==> config.mk <==
export PLATFORM = sky130hd
export DESIGN_NAME = dpt_timer
export DESIGN_NICKNAME = d
export VERILOG_FILES = /design/src/dpt_pkg.sv /design/src/dpt_tick_gen.sv /design/src/dpt_prescale.sv /design/src/dpt_timer.sv
export SDC_FILE = /design/constraint.sdc
export NUM_CORES = 1
export LEC_CHECK = 0
export BUFFER_PORTS_ARGS = -buffer_cell sky130_fd_sc_hd__buf_4
export CAP_MARGIN = 20
export CORE_MARGIN = 5
export CORE_UTILIZATION = 45
export DETAILED_ROUTE_END_ITERATION = 10
export SYNTH_ARGS = -nofsm -noshare
export SYNTH_HDL_FRONTEND = slang
export SYNTH_HIERARCHICAL = 1
export SYNTH_SLANG_ARGS = --single-unit
==> constraint.sdc <==
create_clock -name mclk -period 4.4 [get_ports mclk]
set_clock_uncertainty 0.2 [all_clocks]
set_input_delay 0.88 -clock mclk [delete_from_list [all_inputs] [get_ports mclk]]
set_output_delay 0.88 -clock mclk [all_outputs]
set_load 0.01 [all_outputs]
==> src/dpt_pkg.sv <==
// dual phase pwm timer: shared constants, types and register map
// assumes a plain register port with 16-bit data, read data one cycle late
package dpt_pkg;
    // ==========================================================
    // register offsets (word index on the plain port)
    localparam logic [3:0] ADDR_CTRL = 4'h0;
    localparam logic [3:0] ADDR_HIGH = 4'h1;
    localparam logic [3:0] ADDR_LOW = 4'h2;
    localparam logic [3:0] ADDR_INTV = 4'h3;
    localparam logic [3:0] ADDR_CLKCFG = 4'h4;
    localparam logic [3:0] ADDR_FRZ_SET = 4'h5;
    localparam logic [3:0] ADDR_FRZ_CLR = 4'h6;
    localparam logic [3:0] ADDR_IRQ_STAT = 4'h7;
    localparam logic [3:0] ADDR_IRQ_MASK = 4'h8;
    localparam logic [3:0] ADDR_STATUS = 4'h9;
    // ==========================================================
    // control field positions
    localparam int CTRL_RUN = 0;
    localparam int CTRL_SRC = 1;
    localparam int CTRL_PRESC = 2;
    localparam int CTRL_CLKOUT = 3;
    localparam int CLKCFG_GATE = 0;
    localparam int CLKCFG_DIV_LO = 1;
    localparam logic [15:0] RESET_VALUE = 16'h0000;
    // ==========================================================
    // timing
    localparam int MCLK_HZ = 20000000;
    localparam int SLOW_HZ = 32768;
    localparam int FAST_BASE_HZ = 16000000;
    localparam int PRESCALE_FACTOR = 10;
    localparam int ACC_W = 26;
    // ==========================================================
    // types
    typedef enum logic {DPT_PH_HIGH, DPT_PH_LOW} dpt_phase_t;
    typedef struct packed {
        logic run;
        logic src_fast;
        logic prescale;
        logic clkout;
        logic gate;
        logic [1:0] div;
    } dpt_cfg_t;
    typedef struct packed {
        logic [3:0] addr;
        logic [15:0] wdata;
        logic wr;
        logic rd;
    } dpt_bus_t;
endpackage

==> src/dpt_tick_gen.sv <==
// timer clock tick generator: fractional accumulator on mclk
// assumes mclk at 20 MHz; ticks are one-cycle enables, never a clock
`timescale 1ns/100ps
module dpt_tick_gen #(
    parameter int ACC_W = dpt_pkg::ACC_W
) (
    input wire logic mclk,
    input wire logic nrst,
    input wire logic active,
    input wire logic src_fast,
    input wire logic gate,
    input wire logic [1:0] div,
    output logic tick
);
    logic [ACC_W-1:0] acc;
    logic [ACC_W:0] sum;
    logic [ACC_W-1:0] inc;
    // fast rate 16 MHz shifted by divider; slow 32 kHz; fast gated off gives none
    assign inc = !src_fast ? ACC_W'(dpt_pkg::SLOW_HZ)
               : gate ? ACC_W'(dpt_pkg::FAST_BASE_HZ >> div) : '0;
    assign sum = {1'b0, acc} + {1'b0, inc};

    always_ff @(posedge mclk or negedge nrst) begin
        if (!nrst) begin
            acc <= '0;
            tick <= 1'b0;
        end else if (!active) begin
            acc <= '0;
            tick <= 1'b0;
        end else if (sum >= (ACC_W+1)'(dpt_pkg::MCLK_HZ)) begin
            acc <= ACC_W'(sum - (ACC_W+1)'(dpt_pkg::MCLK_HZ));
            tick <= 1'b1;
        end else begin
            acc <= ACC_W'(sum);
            tick <= 1'b0;
        end
    end
endmodule // dpt_tick_gen

==> src/dpt_prescale.sv <==
// divide-by-ten enable for the interval counter only
// assumes tick_in is a one-cycle enable
`timescale 1ns/100ps
module dpt_prescale #(
    parameter int FACTOR = dpt_pkg::PRESCALE_FACTOR
) (
    input wire logic mclk,
    input wire logic nrst,
    input wire logic active,
    input wire logic enable,
    input wire logic tick_in,
    output logic tick_out
);
    logic [3:0] cnt;
    logic wrap;
    assign wrap = (cnt == 4'(FACTOR - 1));
    assign tick_out = enable ? (tick_in && wrap) : tick_in;

    always_ff @(posedge mclk or negedge nrst) begin
        if (!nrst) begin
            cnt <= 4'h0;
        end else if (!active || !enable) begin
            cnt <= 4'h0;
        end else if (tick_in) begin
            cnt <= wrap ? 4'h0 : cnt + 4'h1;
        end
    end
endmodule // dpt_prescale

==> src/dpt_timer.sv <==
// dual phase pwm timer top: registers, pulse and interval counters, irq
// assumes synchronous inputs on mclk, single-cycle strobes, 16-bit data
//
// Overview of operation
// - counters and reload registers reset to zero
// - timer clock 16/8/4/2 MHz or 32 kHz
// - fast clocks need source select and gate
// - prescale divides interval counter by ten
// - run enable loads counters and raises tick
// - pulse counter alternates high and low shadows
// - true output high in high phase; inverted complement
// - clock-output mode toggles during high phase
// - interval counter holds zero until low-phase end
// - cycle end reloads counter and both shadows
// - new reloads only take effect at start or cycle end
// - start-up also raises a tick interrupt
// - disabled timer held reset, reloads kept
// - interval address reads live interval counter
// - phase reload addresses read live pulse counter
// - freeze set stops counters, freeze clear resumes
//
// Decided for this implementation: the plain strobed port and the register addresses.
`timescale 1ns/100ps
module dpt_timer #(
    parameter int CNT_W = 16
) (
    input wire logic mclk,
    input wire logic nrst,
    input wire logic [3:0] addr,
    input wire logic [15:0] wdata,
    input wire logic wr,
    input wire logic rd,
    output logic [15:0] rdata,
    output logic pulse_out_true,
    output logic pulse_out_inverted,
    output logic tick_interrupt
);
    // ==========================================================
    // register file
    dpt_pkg::dpt_cfg_t cfg;
    dpt_pkg::dpt_bus_t bus;
    logic [CNT_W-1:0] high_phase_reload;
    logic [CNT_W-1:0] low_phase_reload;
    logic [CNT_W-1:0] interval_reload;
    logic freeze_request;
    logic irq_stat;
    logic irq_mask;

    assign bus = '{addr: addr, wdata: wdata, wr: wr, rd: rd};

    function automatic logic hit_wr(input dpt_pkg::dpt_bus_t b, input logic [3:0] a);
        return b.wr && (b.addr == a);
    endfunction

    always_ff @(posedge mclk or negedge nrst) begin
        if (!nrst) begin
            high_phase_reload <= CNT_W'(dpt_pkg::RESET_VALUE);
            low_phase_reload <= CNT_W'(dpt_pkg::RESET_VALUE);
            interval_reload <= CNT_W'(dpt_pkg::RESET_VALUE);
        end else begin
            // reload registers kept while disabled
            if (hit_wr(bus, dpt_pkg::ADDR_HIGH)) high_phase_reload <= CNT_W'(bus.wdata);
            if (hit_wr(bus, dpt_pkg::ADDR_LOW)) low_phase_reload <= CNT_W'(bus.wdata);
            if (hit_wr(bus, dpt_pkg::ADDR_INTV)) interval_reload <= CNT_W'(bus.wdata);
        end
    end

    always_ff @(posedge mclk or negedge nrst) begin
        if (!nrst) begin
            cfg <= '0;
        end else begin
            if (hit_wr(bus, dpt_pkg::ADDR_CTRL)) begin
                cfg.run <= bus.wdata[dpt_pkg::CTRL_RUN];
                cfg.src_fast <= bus.wdata[dpt_pkg::CTRL_SRC];
                cfg.prescale <= bus.wdata[dpt_pkg::CTRL_PRESC];
                cfg.clkout <= bus.wdata[dpt_pkg::CTRL_CLKOUT];
            end
            if (hit_wr(bus, dpt_pkg::ADDR_CLKCFG)) begin
                cfg.gate <= bus.wdata[dpt_pkg::CLKCFG_GATE];
                cfg.div <= bus.wdata[dpt_pkg::CLKCFG_DIV_LO +: 2];
            end
        end
    end

    // freeze: set address wins if both ever coincide (strobes are one at a time)
    always_ff @(posedge mclk or negedge nrst) begin
        if (!nrst) begin
            freeze_request <= 1'b0;
        end else if (hit_wr(bus, dpt_pkg::ADDR_FRZ_SET) && bus.wdata[0]) begin
            freeze_request <= 1'b1;
        end else if (hit_wr(bus, dpt_pkg::ADDR_FRZ_CLR) && bus.wdata[0]) begin
            freeze_request <= 1'b0;
        end
    end

    // ==========================================================
    // clock selection
    logic active;
    logic tick;
    logic pulse_tick;
    logic intv_tick;
    assign active = cfg.run;

    dpt_tick_gen u_tick (
        .mclk(mclk),
        .nrst(nrst),
        .active(active),
        .src_fast(cfg.src_fast),
        .gate(cfg.gate),
        .div(cfg.div),
        .tick(tick)
    );

    // freeze masks ticks so every counter holds its value
    assign pulse_tick = tick && !freeze_request;

    dpt_prescale u_presc (
        .mclk(mclk),
        .nrst(nrst),
        .active(active),
        .enable(cfg.prescale),
        .tick_in(pulse_tick),
        .tick_out(intv_tick)
    );

    // ==========================================================
    // counters
    logic [CNT_W-1:0] pulse_cnt;
    logic [CNT_W-1:0] intv_cnt;
    logic [CNT_W-1:0] high_shadow;
    logic [CNT_W-1:0] low_shadow;
    dpt_pkg::dpt_phase_t phase;
    logic started;
    logic clk_half;
    logic pulse_zero;
    logic intv_zero;
    logic cycle_end;
    logic start_evt;
    logic phase_flip;

    assign pulse_zero = (pulse_cnt == '0);
    assign intv_zero = (intv_cnt == '0);
    // cycle ends only with both counters at zero in low phase
    assign cycle_end = pulse_tick && pulse_zero && intv_zero && (phase == dpt_pkg::DPT_PH_LOW);
    assign phase_flip = pulse_tick && pulse_zero && !cycle_end;
    assign start_evt = active && !started;

    always_ff @(posedge mclk or negedge nrst) begin
        if (!nrst) begin
            pulse_cnt <= '0;
            intv_cnt <= '0;
            high_shadow <= '0;
            low_shadow <= '0;
            phase <= dpt_pkg::DPT_PH_HIGH;
            started <= 1'b0;
        end else if (!active) begin
            pulse_cnt <= '0;
            intv_cnt <= '0;
            high_shadow <= '0;
            low_shadow <= '0;
            phase <= dpt_pkg::DPT_PH_HIGH;
            started <= 1'b0;
        end else if (start_evt || cycle_end) begin
            pulse_cnt <= high_phase_reload;
            high_shadow <= high_phase_reload;
            low_shadow <= low_phase_reload;
            intv_cnt <= interval_reload;
            phase <= dpt_pkg::DPT_PH_HIGH;
            started <= 1'b1;
        end else begin
            if (phase_flip) begin
                // zero tick counts too, so a phase is reload plus one ticks
                pulse_cnt <= (phase == dpt_pkg::DPT_PH_HIGH) ? low_shadow : high_shadow;
                phase <= (phase == dpt_pkg::DPT_PH_HIGH) ? dpt_pkg::DPT_PH_LOW
                                                         : dpt_pkg::DPT_PH_HIGH;
            end else if (pulse_tick && !pulse_zero) begin
                pulse_cnt <= pulse_cnt - CNT_W'(1);
            end
            if (intv_tick && !intv_zero) begin
                intv_cnt <= intv_cnt - CNT_W'(1);
            end
        end
    end

    // ==========================================================
    // outputs
    logic next_true;
    assign next_true = (phase == dpt_pkg::DPT_PH_HIGH) && started
                       && (!cfg.clkout || clk_half);

    always_ff @(posedge mclk or negedge nrst) begin
        if (!nrst) begin
            clk_half <= 1'b0;
            pulse_out_true <= 1'b0;
            pulse_out_inverted <= 1'b1;
        end else if (!active) begin
            clk_half <= 1'b0;
            pulse_out_true <= 1'b0;
            pulse_out_inverted <= 1'b1;
        end else begin
            // half the timer clock gives the 50 % duty square wave
            if (pulse_tick) clk_half <= !clk_half;
            pulse_out_true <= next_true;
            pulse_out_inverted <= !next_true;
        end
    end

    // ==========================================================
    // interrupt: sticky status, write one to clear, set wins
    logic tick_evt;
    assign tick_evt = start_evt || cycle_end;

    always_ff @(posedge mclk or negedge nrst) begin
        if (!nrst) begin
            irq_stat <= 1'b0;
            irq_mask <= 1'b0;
            tick_interrupt <= 1'b0;
        end else begin
            if (tick_evt) irq_stat <= 1'b1;
            else if (hit_wr(bus, dpt_pkg::ADDR_IRQ_STAT) && bus.wdata[0]) irq_stat <= 1'b0;
            if (hit_wr(bus, dpt_pkg::ADDR_IRQ_MASK)) irq_mask <= bus.wdata[0];
            tick_interrupt <= (irq_stat || tick_evt) && irq_mask;
        end
    end

    // ==========================================================
    // read path
    logic [15:0] rd_mux;
    assign rd_mux =
        (bus.addr == dpt_pkg::ADDR_CTRL) ? {12'h000, cfg.clkout, cfg.prescale, cfg.src_fast, cfg.run} :
        (bus.addr == dpt_pkg::ADDR_HIGH) ? 16'(pulse_cnt) :
        (bus.addr == dpt_pkg::ADDR_LOW) ? 16'(pulse_cnt) :
        (bus.addr == dpt_pkg::ADDR_INTV) ? 16'(intv_cnt) :
        (bus.addr == dpt_pkg::ADDR_CLKCFG) ? {13'h0000, cfg.div, cfg.gate} :
        (bus.addr == dpt_pkg::ADDR_FRZ_SET) ? {15'h0000, freeze_request} :
        (bus.addr == dpt_pkg::ADDR_IRQ_STAT) ? {15'h0000, irq_stat} :
        (bus.addr == dpt_pkg::ADDR_IRQ_MASK) ? {15'h0000, irq_mask} :
        (bus.addr == dpt_pkg::ADDR_STATUS) ? {14'h0000, started, phase == dpt_pkg::DPT_PH_HIGH} :
        16'h0000;

    always_ff @(posedge mclk or negedge nrst) begin
        if (!nrst) rdata <= 16'h0000;
        else rdata <= bus.rd ? rd_mux : 16'h0000;
    end
endmodule // dpt_timer

# After elaboration in Yosys (flattened, before gate mapping)
# Cells that the tools add are included.
# totals
reg_bits	175
wordCells	139
out_inout_bits	19
inputBits	24
# op_classes
eq_ne	15
reduce_logical	44
bitwise	1
addsub	5
magnitude_cmp	1
n_shift	1
n_mux	46
# op_table
operator	n
$mux 16	17
$mux 26	4
$logic_not 16->1	2
$sub 16x1->16 const B	2
$add 26x26->27	1
$ge 27x25->1 const B	1
$shr 24x2->26 const A	1
$sub 26x25->26 const B	1
$logic_and 1x1->1	24
$mux 1	17
$eq 4x3->1 const B	4
$eq 4x4->1 const B	3
$mux 4	3
$logic_not 1->1	10
$eq 4x2->1 const B	2
$mux 2	4
$ne 3x1->1 const B	2
$reduce_bool 2->1	3
$add 4x1->4 const B	1
$eq 4x1->1 const B	1
$logic_not 4->1	1
$logic_or 1x1->1	4
$ne 2x1->1 const B	2
$ne 4x1->1 const B	1
other kinds (2)	2

# Depth between registers and ports, before layout
# Gate-level depths: netlist (run 1).
# logic_depth
ltp_word	11
depth_mapped	19
mapped_depth_nobuf	15

# Cells and area by module
# Netlist (run 1), hierarchy kept.
# modules_own_cells
mod	area_per_inst_um2	cells_each	instances	seq_area_each_um2
dpt_timer	7338.3	723	1	3604.7
dpt_tick_gen	2770.2	344	1	500.5
dpt_prescale	250.2	26	1	100.1

# Worst setup path before layout (run 1)
# No wires, ideal clock.
# synth_timing
path_kind	register -> register
from	register, netlist name cfg[0]
to	register u_tick.acc[19]
arrival_time_ns	3.702
required_time_ns	4.121
path_stages_with_launch	16
slack_ns	0.418
setup_time_ns	0.079
synth_period_minus_slack_ns	3.982
path_cell_list	dfrtp_1 -> ha_1 -> nand2_1 -> nand2_1 -> ha_1 -> buf_2 -> a31o_2 -> maj3_1 -> a211o_1 -> nand2_1 -> o211ai_1 -> a2111o_1 -> o41a_1 -> buf_6 -> a2111oi_4 -> mux2i_1
# synth_between
elab_chain_len	7
word_cells_on_any_way	8
# synth_rtl
element	line_no	text
$shr 24x2->26 (*)	dpt_tick_gen.sv:20	: gate ? ACC_W'(dpt_pkg::FAST_BASE_HZ >> div) : '0;
$mux 26 (*)	dpt_tick_gen.sv:20	
$mux 26 (*)	dpt_tick_gen.sv:19	assign inc = !src_fast ? ACC_W'(dpt_pkg::SLOW_HZ)
$add 26x26->27 (*)	dpt_tick_gen.sv:21	assign sum = {1'b0, acc} + {1'b0, inc};
$sub 26x25->26 / $ge 27x25->1 (equally long branches)	dpt_tick_gen.sv:31, dpt_tick_gen.sv:30	
$mux 26 (*)	dpt_tick_gen.sv:30	end else if (sum >= (ACC_W+1)'(dpt_pkg::MCLK_HZ)) begin
$mux 26 (*)	dpt_tick_gen.sv:27	end else if (!active) begin
end signal: assignment	dpt_tick_gen.sv:31	acc <= ACC_W'(sum - (ACC_W+1)'(dpt_pkg::MCLK_HZ));
end signal: assignment	dpt_tick_gen.sv:34	acc <= ACC_W'(sum);
end: declaration	dpt_tick_gen.sv:15	logic [ACC_W-1:0] acc;
# Every way passes the cells marked *; elsewhere a longest branch is shown, timed or not.
# A chain may end at the register's enable or synchronous reset.

# Worst setup path after layout (run 1)
# layout_timing
from	register, netlist name cfg[1]
to	register u_tick.acc[19]
# layout_between
elab_chain_len	7
word_cells_on_any_way	8
# layout_rtl
element	line_no
$shr 24x2->26 (*)	dpt_tick_gen.sv:20
$mux 26 (*)	dpt_tick_gen.sv:20
$mux 26 (*)	dpt_tick_gen.sv:19
$add 26x26->27 (*)	dpt_tick_gen.sv:21
$sub 26x25->26 / $ge 27x25->1 (equally long branches)	dpt_tick_gen.sv:31, dpt_tick_gen.sv:30
$mux 26 (*)	dpt_tick_gen.sv:30
$mux 26 (*)	dpt_tick_gen.sv:27
# Marks and branches as above.

==> reports/metrics.csv, run 1 <==
metric,value,unit
met3 track demand over resource,0.0495,
post-synthesis simple-gate area fraction,0.180,
Final Setup Violations,0,
remaining antenna violation count,0,
maximum root-to-sink buffer count,2,
Total GRT Usage,0.231,
Diodes inserted,0,
Yosys cell types,92,
initial antenna violation count,0,
vias after detailed routing,8821,
post-synth design cell area,10400,sq um
total clock buffers created by CTS,17,
Skew-Pair Late Insertion Delay,440,ps
Slew Limit Headroom,0.310,
post-synthesis adder-cell area fraction,0.0344,
fin cells,1420,
maximum vdd drop,0.257,mV
Synth top area share,0.403,
startpoint types,register,
core box area,22600,sq um
Chip Height,162,microns
vias in the first global route,8544,
cell taking the most area after synthesis,dfrtp_1,
final hold vios,0,
power density cells,553,nW/um^2
CP endpoint kind,register,
CTS Hold Bufs,0,
worst path cell trace,inv_1 -> ha_1 -> nor2_2 -> ha_1 -> a21o_1 -> a41o_1 -> a21o_1 -> a311o_1 -> a31o_1 -> xnor2_2 -> nand4bb_1 -> o41a_1 -> buf_4 -> a2111oi_4 -> mux2i_1,
maxcap violations,0,
CTS tree,built,
syn_area_per_cell,9.48,sq um
Clock transition at path regs,70,ps
# port buffers,42,
fillers,2088,
Critical Path RT,4570,ps
cell count after synthesis,1093,
Hold Path Class,in2async,
Slew Limit Fails,0,
DR iter-0 viols,747,
final wirelength,30000,microns
Post-synth EDFFs,0,
register-to-register setup slack,180,ps
dpl cells,1377,
crit path DAT,4380,ps
Final WS setup,184,ps
Tcrit/Tclk final,0.958,
sequential fraction of the synthesis area,0.406,
TritonRoute pass-1 iters,5,
DRC,0,
Initial Util,0.458,
leak pwr,0.00495,uW
CTS H-Tree Depth,4,
outcome,completed,
grt ovf,0,
die area,26200,sq um
Final nets,1172,
setup TNS,0,ps
mux share of post-synthesis cell area,0.0914,
Worst-Margin Slew,1030,ps
post-synthesis compound-gate area fraction,0.211,
Root Driver,clkbuf_16,
GR met2 Demand/Resource,0.348,
crit path max fanout,5,
critical path's slowest cell,o41a_1,
async set or reset register ratio after synthesis,1.00,
Crit Path Class,reg2reg,
Layout area overhead,13.3,%
Tmin final,4220,ps
routed len/inst,21.1,microns
GR peak layer,met2,
Seq cells post-synth,168,
main area contributors after synthesis,"dfrtp_1, mux2_2, a21oi_1",
M1 GR Usage,0.328,
chip width,162,microns
max frequency,237,MHz
predominant post-synthesis flop cell,dfrtp_1,
std cell rows,55,
via density per instance,6.21,
CP max stage delay,470,ps
first-pass GRT wire length,48000,microns
"worst slack, placed",-26.1,ps
# IOs,43,
Mapped Nets,1143,
combinational family with the most area after synthesis,compound AO/OA/AOI/OAI gates,
routability cong.,0.948,
dpl hpwl,21100,microns
largest net degree at the start of global routing,77,
Synth warnings,6,
number of clock sinks,168,
share of cells above drive strength 1,0.230,
XOR/XNOR share of the synthesized area,0.0295,
[cell usage in the layout, fill, tap and decap left out, drive strengths merged, types with 7 or more instances in the layout]
| master | n |
|---|---|
| o22ai | 14 |
| a211oi | 12 |
| nor4 | 15 |
| a21o | 8 |
| o211ai | 14 |
| a31oi | 8 |
| a22o | 21 |
| xor2 | 10 |
| xnor2 | 24 |
| nor2 | 81 |
| clkbuf | 17 |
| nor3 | 22 |
| dfrtp | 167 |
| or2 | 9 |
| nand2b | 11 |
| buf | 90 |
| mux2i | 17 |
| a31o | 9 |
| nand3 | 43 |
| nand4 | 13 |
| o21ai | 67 |
| and3 | 8 |
| a21oi | 83 |
| ha | 26 |
| nand2 | 92 |
| a22oi | 13 |
| inv | 29 |
| nor2b | 16 |
| o41ai | 7 |
| o21a | 7 |
| mux2 | 69 |
[through the flow]
stage               total power (uW)  hold WS, ps   util  instance area (sq um)
CTS                             6390          289  0.511                  11600
finish                          6490          269  0.519                  11700
floorplan                       4070          244      -                  10400
detailed placement              4800          274  0.483                  10900
global placement                4770          267  0.483                  10900
global route                    6910          299  0.519                  11700
[worst paths after layout]
path,start,end,cells past startpoint
max,cfg[1]$_DFFE_PN0P_,u_tick/acc[19]$_DFF_PN0_,15
min,nrst,u_presc/cnt[1]$_DFFE_PN0P_,1
max reg2reg,cfg[1]$_DFFE_PN0P_,u_tick/acc[19]$_DFF_PN0_,15
min reg2reg,low_phase_reload[2]$_DFFE_PN0P_,low_shadow[2]$_DFFE_PN0P_,1
max in group asynchronous,nrst,pulse_out_inverted$_DFF_PN1_,2
min in group mclk,low_phase_reload[2]$_DFFE_PN0P_,low_shadow[2]$_DFFE_PN0P_,1
[state kept, by name, summed over array words and instances (netlist names)]
signal and count:
u_tick/acc 19, pulse_cnt 16, u_presc/cnt 4, freeze_request 1
active 1, irq_stat 1, low_phase_reload 16, u_tick/tick 1
low_shadow 16, cfg 6, high_phase_reload 16, irq_mask 1
tick_interrupt 1, started 1, intv_cnt 16, clk_half 1
high_shadow 16, interval_reload 16, pulse_out_inverted 1, phase 1
pulse_out_true 1, rdata 16
[cell usage after synthesis (all sizes together) (9+ instances only)]
cell type  instances
nor2              81
xor2              10
mux2i             17
nor2b             16
xnor2             24
mux2              69
nand2             92
nand4             13
ha                26
clkbuf            52
a21oi             83
o211ai            14
nor4              15
dfrtp            167
a211oi            12
nor3              22
or2                9
a22oi             13
o22ai             14
o21ai             67
a31o               9
a22o              21
inv               22
nand3             43
nand2b            11
buf               28
[critical path: cells and delay by family (launching register included)]
family / cells / cell delay (ps)
adder cells (fa/ha/maj): 2 / 460
AO/OA/AOI/OAI: 7 / 1990
XOR/XNOR: 1 / 250
multiplexers: 1 / 210
buffers and inverters: 2 / 290
flip-flops: 1 / 410
AND/OR/NAND/NOR: 2 / 330
[report_power, final]
| group | switching [uW] | internal, uW |
|---|---|---|
| Clock | 668 | 908 |
| Combinational | 1550 | 1120 |
| Sequential | 407 | 1850 |
| Total | 2620 | 3870 |
[per-layer routing]
layer	up-vias	routed length, microns
met5	-	0
met4	0	977
met2	311	13300
met3	58	1860
met1	4336	13800
li1	4116	-
[cells by family (layout without fill, tap and decap cells)]
| family | Yosys count | after routing |
|---|---|---|
| and+or+nand+nor | 354 | 354 |
| AOI/OAI and AO/OA | 320 | 320 |
| DFF | 168 | 168 |
| buffers and inverters | 102 | 144 |
| muxes | 86 | 86 |
| xor gates and xnor gates | 34 | 34 |
| adders and majority gates | 29 | 29 |
[repair_timing]
item | CTS | global route
pin swaps | 1 | 6
setup buffers | 2 | 9
setup endpoints to repair | 7 | 19
resized for setup | 1 | 27
[cell type report]
class / instances / area, sq um / area share
Clock inverter: 15 / 189 / 0.0161
Sequential cell: 168 / 4210 / 0.359
Timing Repair Buffer: 90 / 704 / 0.0600
Inverter: 22 / 82.6 / 0.00703
Multi-Input combinational cell: 823 / 5770 / 0.492
Clock buffer: 17 / 425 / 0.0362
Tap cell: 285 / 357 / 0.0304
Note: power is estimated with default switching activity, not from simulation.
==> inputs of run 2 (changes only) <==
--- a/config.mk
+++ b/config.mk
@@ -10,6 +10,7 @@
 export CORE_MARGIN = 5
 export CORE_UTILIZATION = 45
 export DETAILED_ROUTE_END_ITERATION = 10
+export HOLD_SLACK_MARGIN = 0.02
 export SYNTH_ARGS = -nofsm -noshare
 export SYNTH_HDL_FRONTEND = slang
 export SYNTH_HIERARCHICAL = 1
==> constraint.sdc (replaced) <==
create_clock -name mclk -period 4.4 [get_ports mclk]
set_clock_uncertainty 0.2 [all_clocks]
set_input_delay 1.1 -clock mclk [delete_from_list [all_inputs] [get_ports mclk]]
set_output_delay 1.1 -clock mclk [all_outputs]
set_load 0.01 [all_outputs]
==> run 2 against run 1 <==
Net effect:
- total power down 2.4%
- clock power down 8%
- hold slack better by 2.0 ps
- final cell count unchanged
- largest power group unchanged
- first-iteration DRC count down 9.9%
- global-route usage down 0.42 points
- cell area down 0.69%
- flip-flop and latch count unchanged
- sequential share of layout area up 0.25 points
- fmax down 0.85%
==> reports/metrics.csv, run 2 (synthesis gave the netlist of run 1 again) <==
metric,value,unit,change
std cell rows,55,,unchanged
core box area,22600,sq um,unchanged
power density cells,543,nW/um^2,-1.8%
Reg with most FFs,u_tick/acc,,
Skew-Pair Late Insertion Delay,420,ps,-20 ps
Crit Path Class,reg2reg,,
Worst R2R Start,cfg[0]$_DFFE_PN0P_,,
CP max stage delay,480,ps,about the same
via density per instance,6.30,,+1.5%
Tcrit/Tclk final,0.966,,+0.00819
grt ovf,0,,unchanged
number of clock sinks,168,,unchanged
Root Driver,clkbuf_16,,
DR iter-0 viols,673,,-9.9%
CTS H-Tree Depth,4,,unchanged
outcome,completed,,
final wirelength,29800,microns,-0.60%
final hold vios,0,,unchanged
Tmin final,4250,ps,+36.0 ps
total power,6330,uW,-2.4%
critical path's slowest cell,a2111o_1,,
initial antenna violation count,0,,unchanged
leak pwr,0.00492,uW,-0.59%
startpoint types,register,,
Chip Height,162,microns,unchanged
Total GRT Usage,0.226,,-0.00423
crit path max fanout,7,,+2
Initial Util,0.458,,unchanged
worst path cell trace,inv_1 -> ha_1 -> nor2_1 -> ha_2 -> a21oi_1 -> o221ai_2 -> a311o_1 -> o2111ai_1 -> and4_2 -> a2111o_1 -> o41a_1 -> buf_4 -> a2111o_1 -> o41ai_1,,
maxcap violations,0,,unchanged
chip width,162,microns,unchanged
Final Setup Violations,0,,unchanged
die area,26200,sq um,unchanged
max frequency,235,MHz,-0.85%
CTS tree,built,,
Layout area overhead,12.6,%,
maximum root-to-sink buffer count,2,,unchanged
first-pass GRT wire length,47500,microns,-0.98%
# port buffers,42,,unchanged
Hold Path Class,reg2reg,,
"commonest non-fill, non-tap cell in the layout",dfrtp_1,,
DRC,0,,unchanged
share of cells above drive strength 1,0.225,,-0.00529
Final nets,1172,,unchanged
Slew Limit Fails,0,,unchanged
maximum vdd drop,0.257,mV,about the same
routability cong.,0.927,,-2.2%
CP endpoint kind,register,,
min-delay src,low_phase_reload[1]$_DFFE_PN0P_,,
"CP delay by family, top",compound AO/OA/AOI/OAI gates,,
# IOs,43,,unchanged
largest net degree at the start of global routing,86,,+12%
most frequent cells in the layout,"dfrtp_1, nand2_1, buf_4",,
CTS Hold Bufs,0,,unchanged
CP Buf/Inv Count,2,,unchanged
crit path DAT,4360,ps,-20 ps
routed len/inst,21.0,microns,-0.60%
dpl hpwl,21200,microns,+0.43%
Worst-Margin Slew,1040,ps,+12.4 ps
most frequent CP cell,a2111o_1,,
Slew Limit Headroom,0.302,,-0.00831
fillers,2084,,-0.19%
Critical Path RT,4510,ps,-60 ps
number of flip-flops in the largest register,19,,unchanged
vias in the first global route,8461,,-0.97%
Clock transition at path regs,70,ps,about the same
total clock buffers created by CTS,17,,unchanged
Worst Setup SP,cfg[0]$_DFFE_PN0P_,,
vias after detailed routing,8953,,+1.5%
TritonRoute pass-1 iters,5,,unchanged
setup TNS,0,ps,unchanged
remaining antenna violation count,0,,unchanged
Diodes inserted,0,,unchanged
[run 2: cell types whose count changed in the layout (fill, tap and decap cells not counted), sizes merged]
cell,before,now
inv,29,25
clkinv,4,2
clkinvlp,1,3
clkbuf,17,23
bufinv,3,1
[run 2: cell type report]
class / count / area, sq um / area share
clock buffers: 23 / 478 / 0.0410
clock inverters: 9 / 88.8 / 0.00762
inverters: 22 / 82.6 / 0.00708
multi-input cells: 823 / 5750 / 0.493
flip-flops and latches: 168 / 4210 / 0.361
well taps: 285 / 357 / 0.0306
repair buffers: 90 / 692 / 0.0593
[run 2: worst paths after layout]
check                                                  endpoint  slack (ps)  depth (start not counted)
worst max-delay path                   u_tick/acc[24]$_DFF_PN0_         150                         14
worst min register to register        low_shadow[1]$_DFFE_PN0P_         270                          1
min in group asynchronous            u_presc/cnt[3]$_DFFE_PN0P_         540                          1
worst max register to register         u_tick/acc[24]$_DFF_PN0_         150                         14
worst min-delay path                  low_shadow[1]$_DFFE_PN0P_         270                          1
max in group asynchronous       interval_reload[14]$_DFFE_PN0P_        2570                          2
[run 2: repair_timing]
action / 4_1_cts / 5_1_grt
setup buffers: 0 / 9
pin swaps: 1 / 8
gates resized for setup: 0 / 22
endpoints found under the setup margin: 3 / 16
endpoints found under the hold margin: 0 / 0
[run 2: where the power goes]
group	internal (uW)	total [uW]	switching, uW
combinational	1090	2610	1520
sequential	1850	2270	425
clock	829	1450	626
total	3760	6330	2570
[run 2: per-stage QoR]
step           instance area [sq um]  utilization  hold WS [ps]  instances  worst slack, ps
2_1_floorplan                  10400            -           244       1093              418
5_1_grt                        11700        0.515           304       1420            -22.5
6_report                       11700        0.515           271       1420              148
4_1_cts                        11500        0.508           276       1411             8.88
3_5_place_dp                   10900        0.483           271       1379            -4.51
3_3_place_gp                   10900        0.483           265       1379              113
[run 2: metal layers]
metal  GRT usage  vias to the layer above  share of wire
met5           0                        -              0
met4      0.0634                        0          0.022
met3      0.0312                       54          0.066
met2       0.356                      373           0.46
met1       0.330                     4396           0.46
li1            -                     4130              -
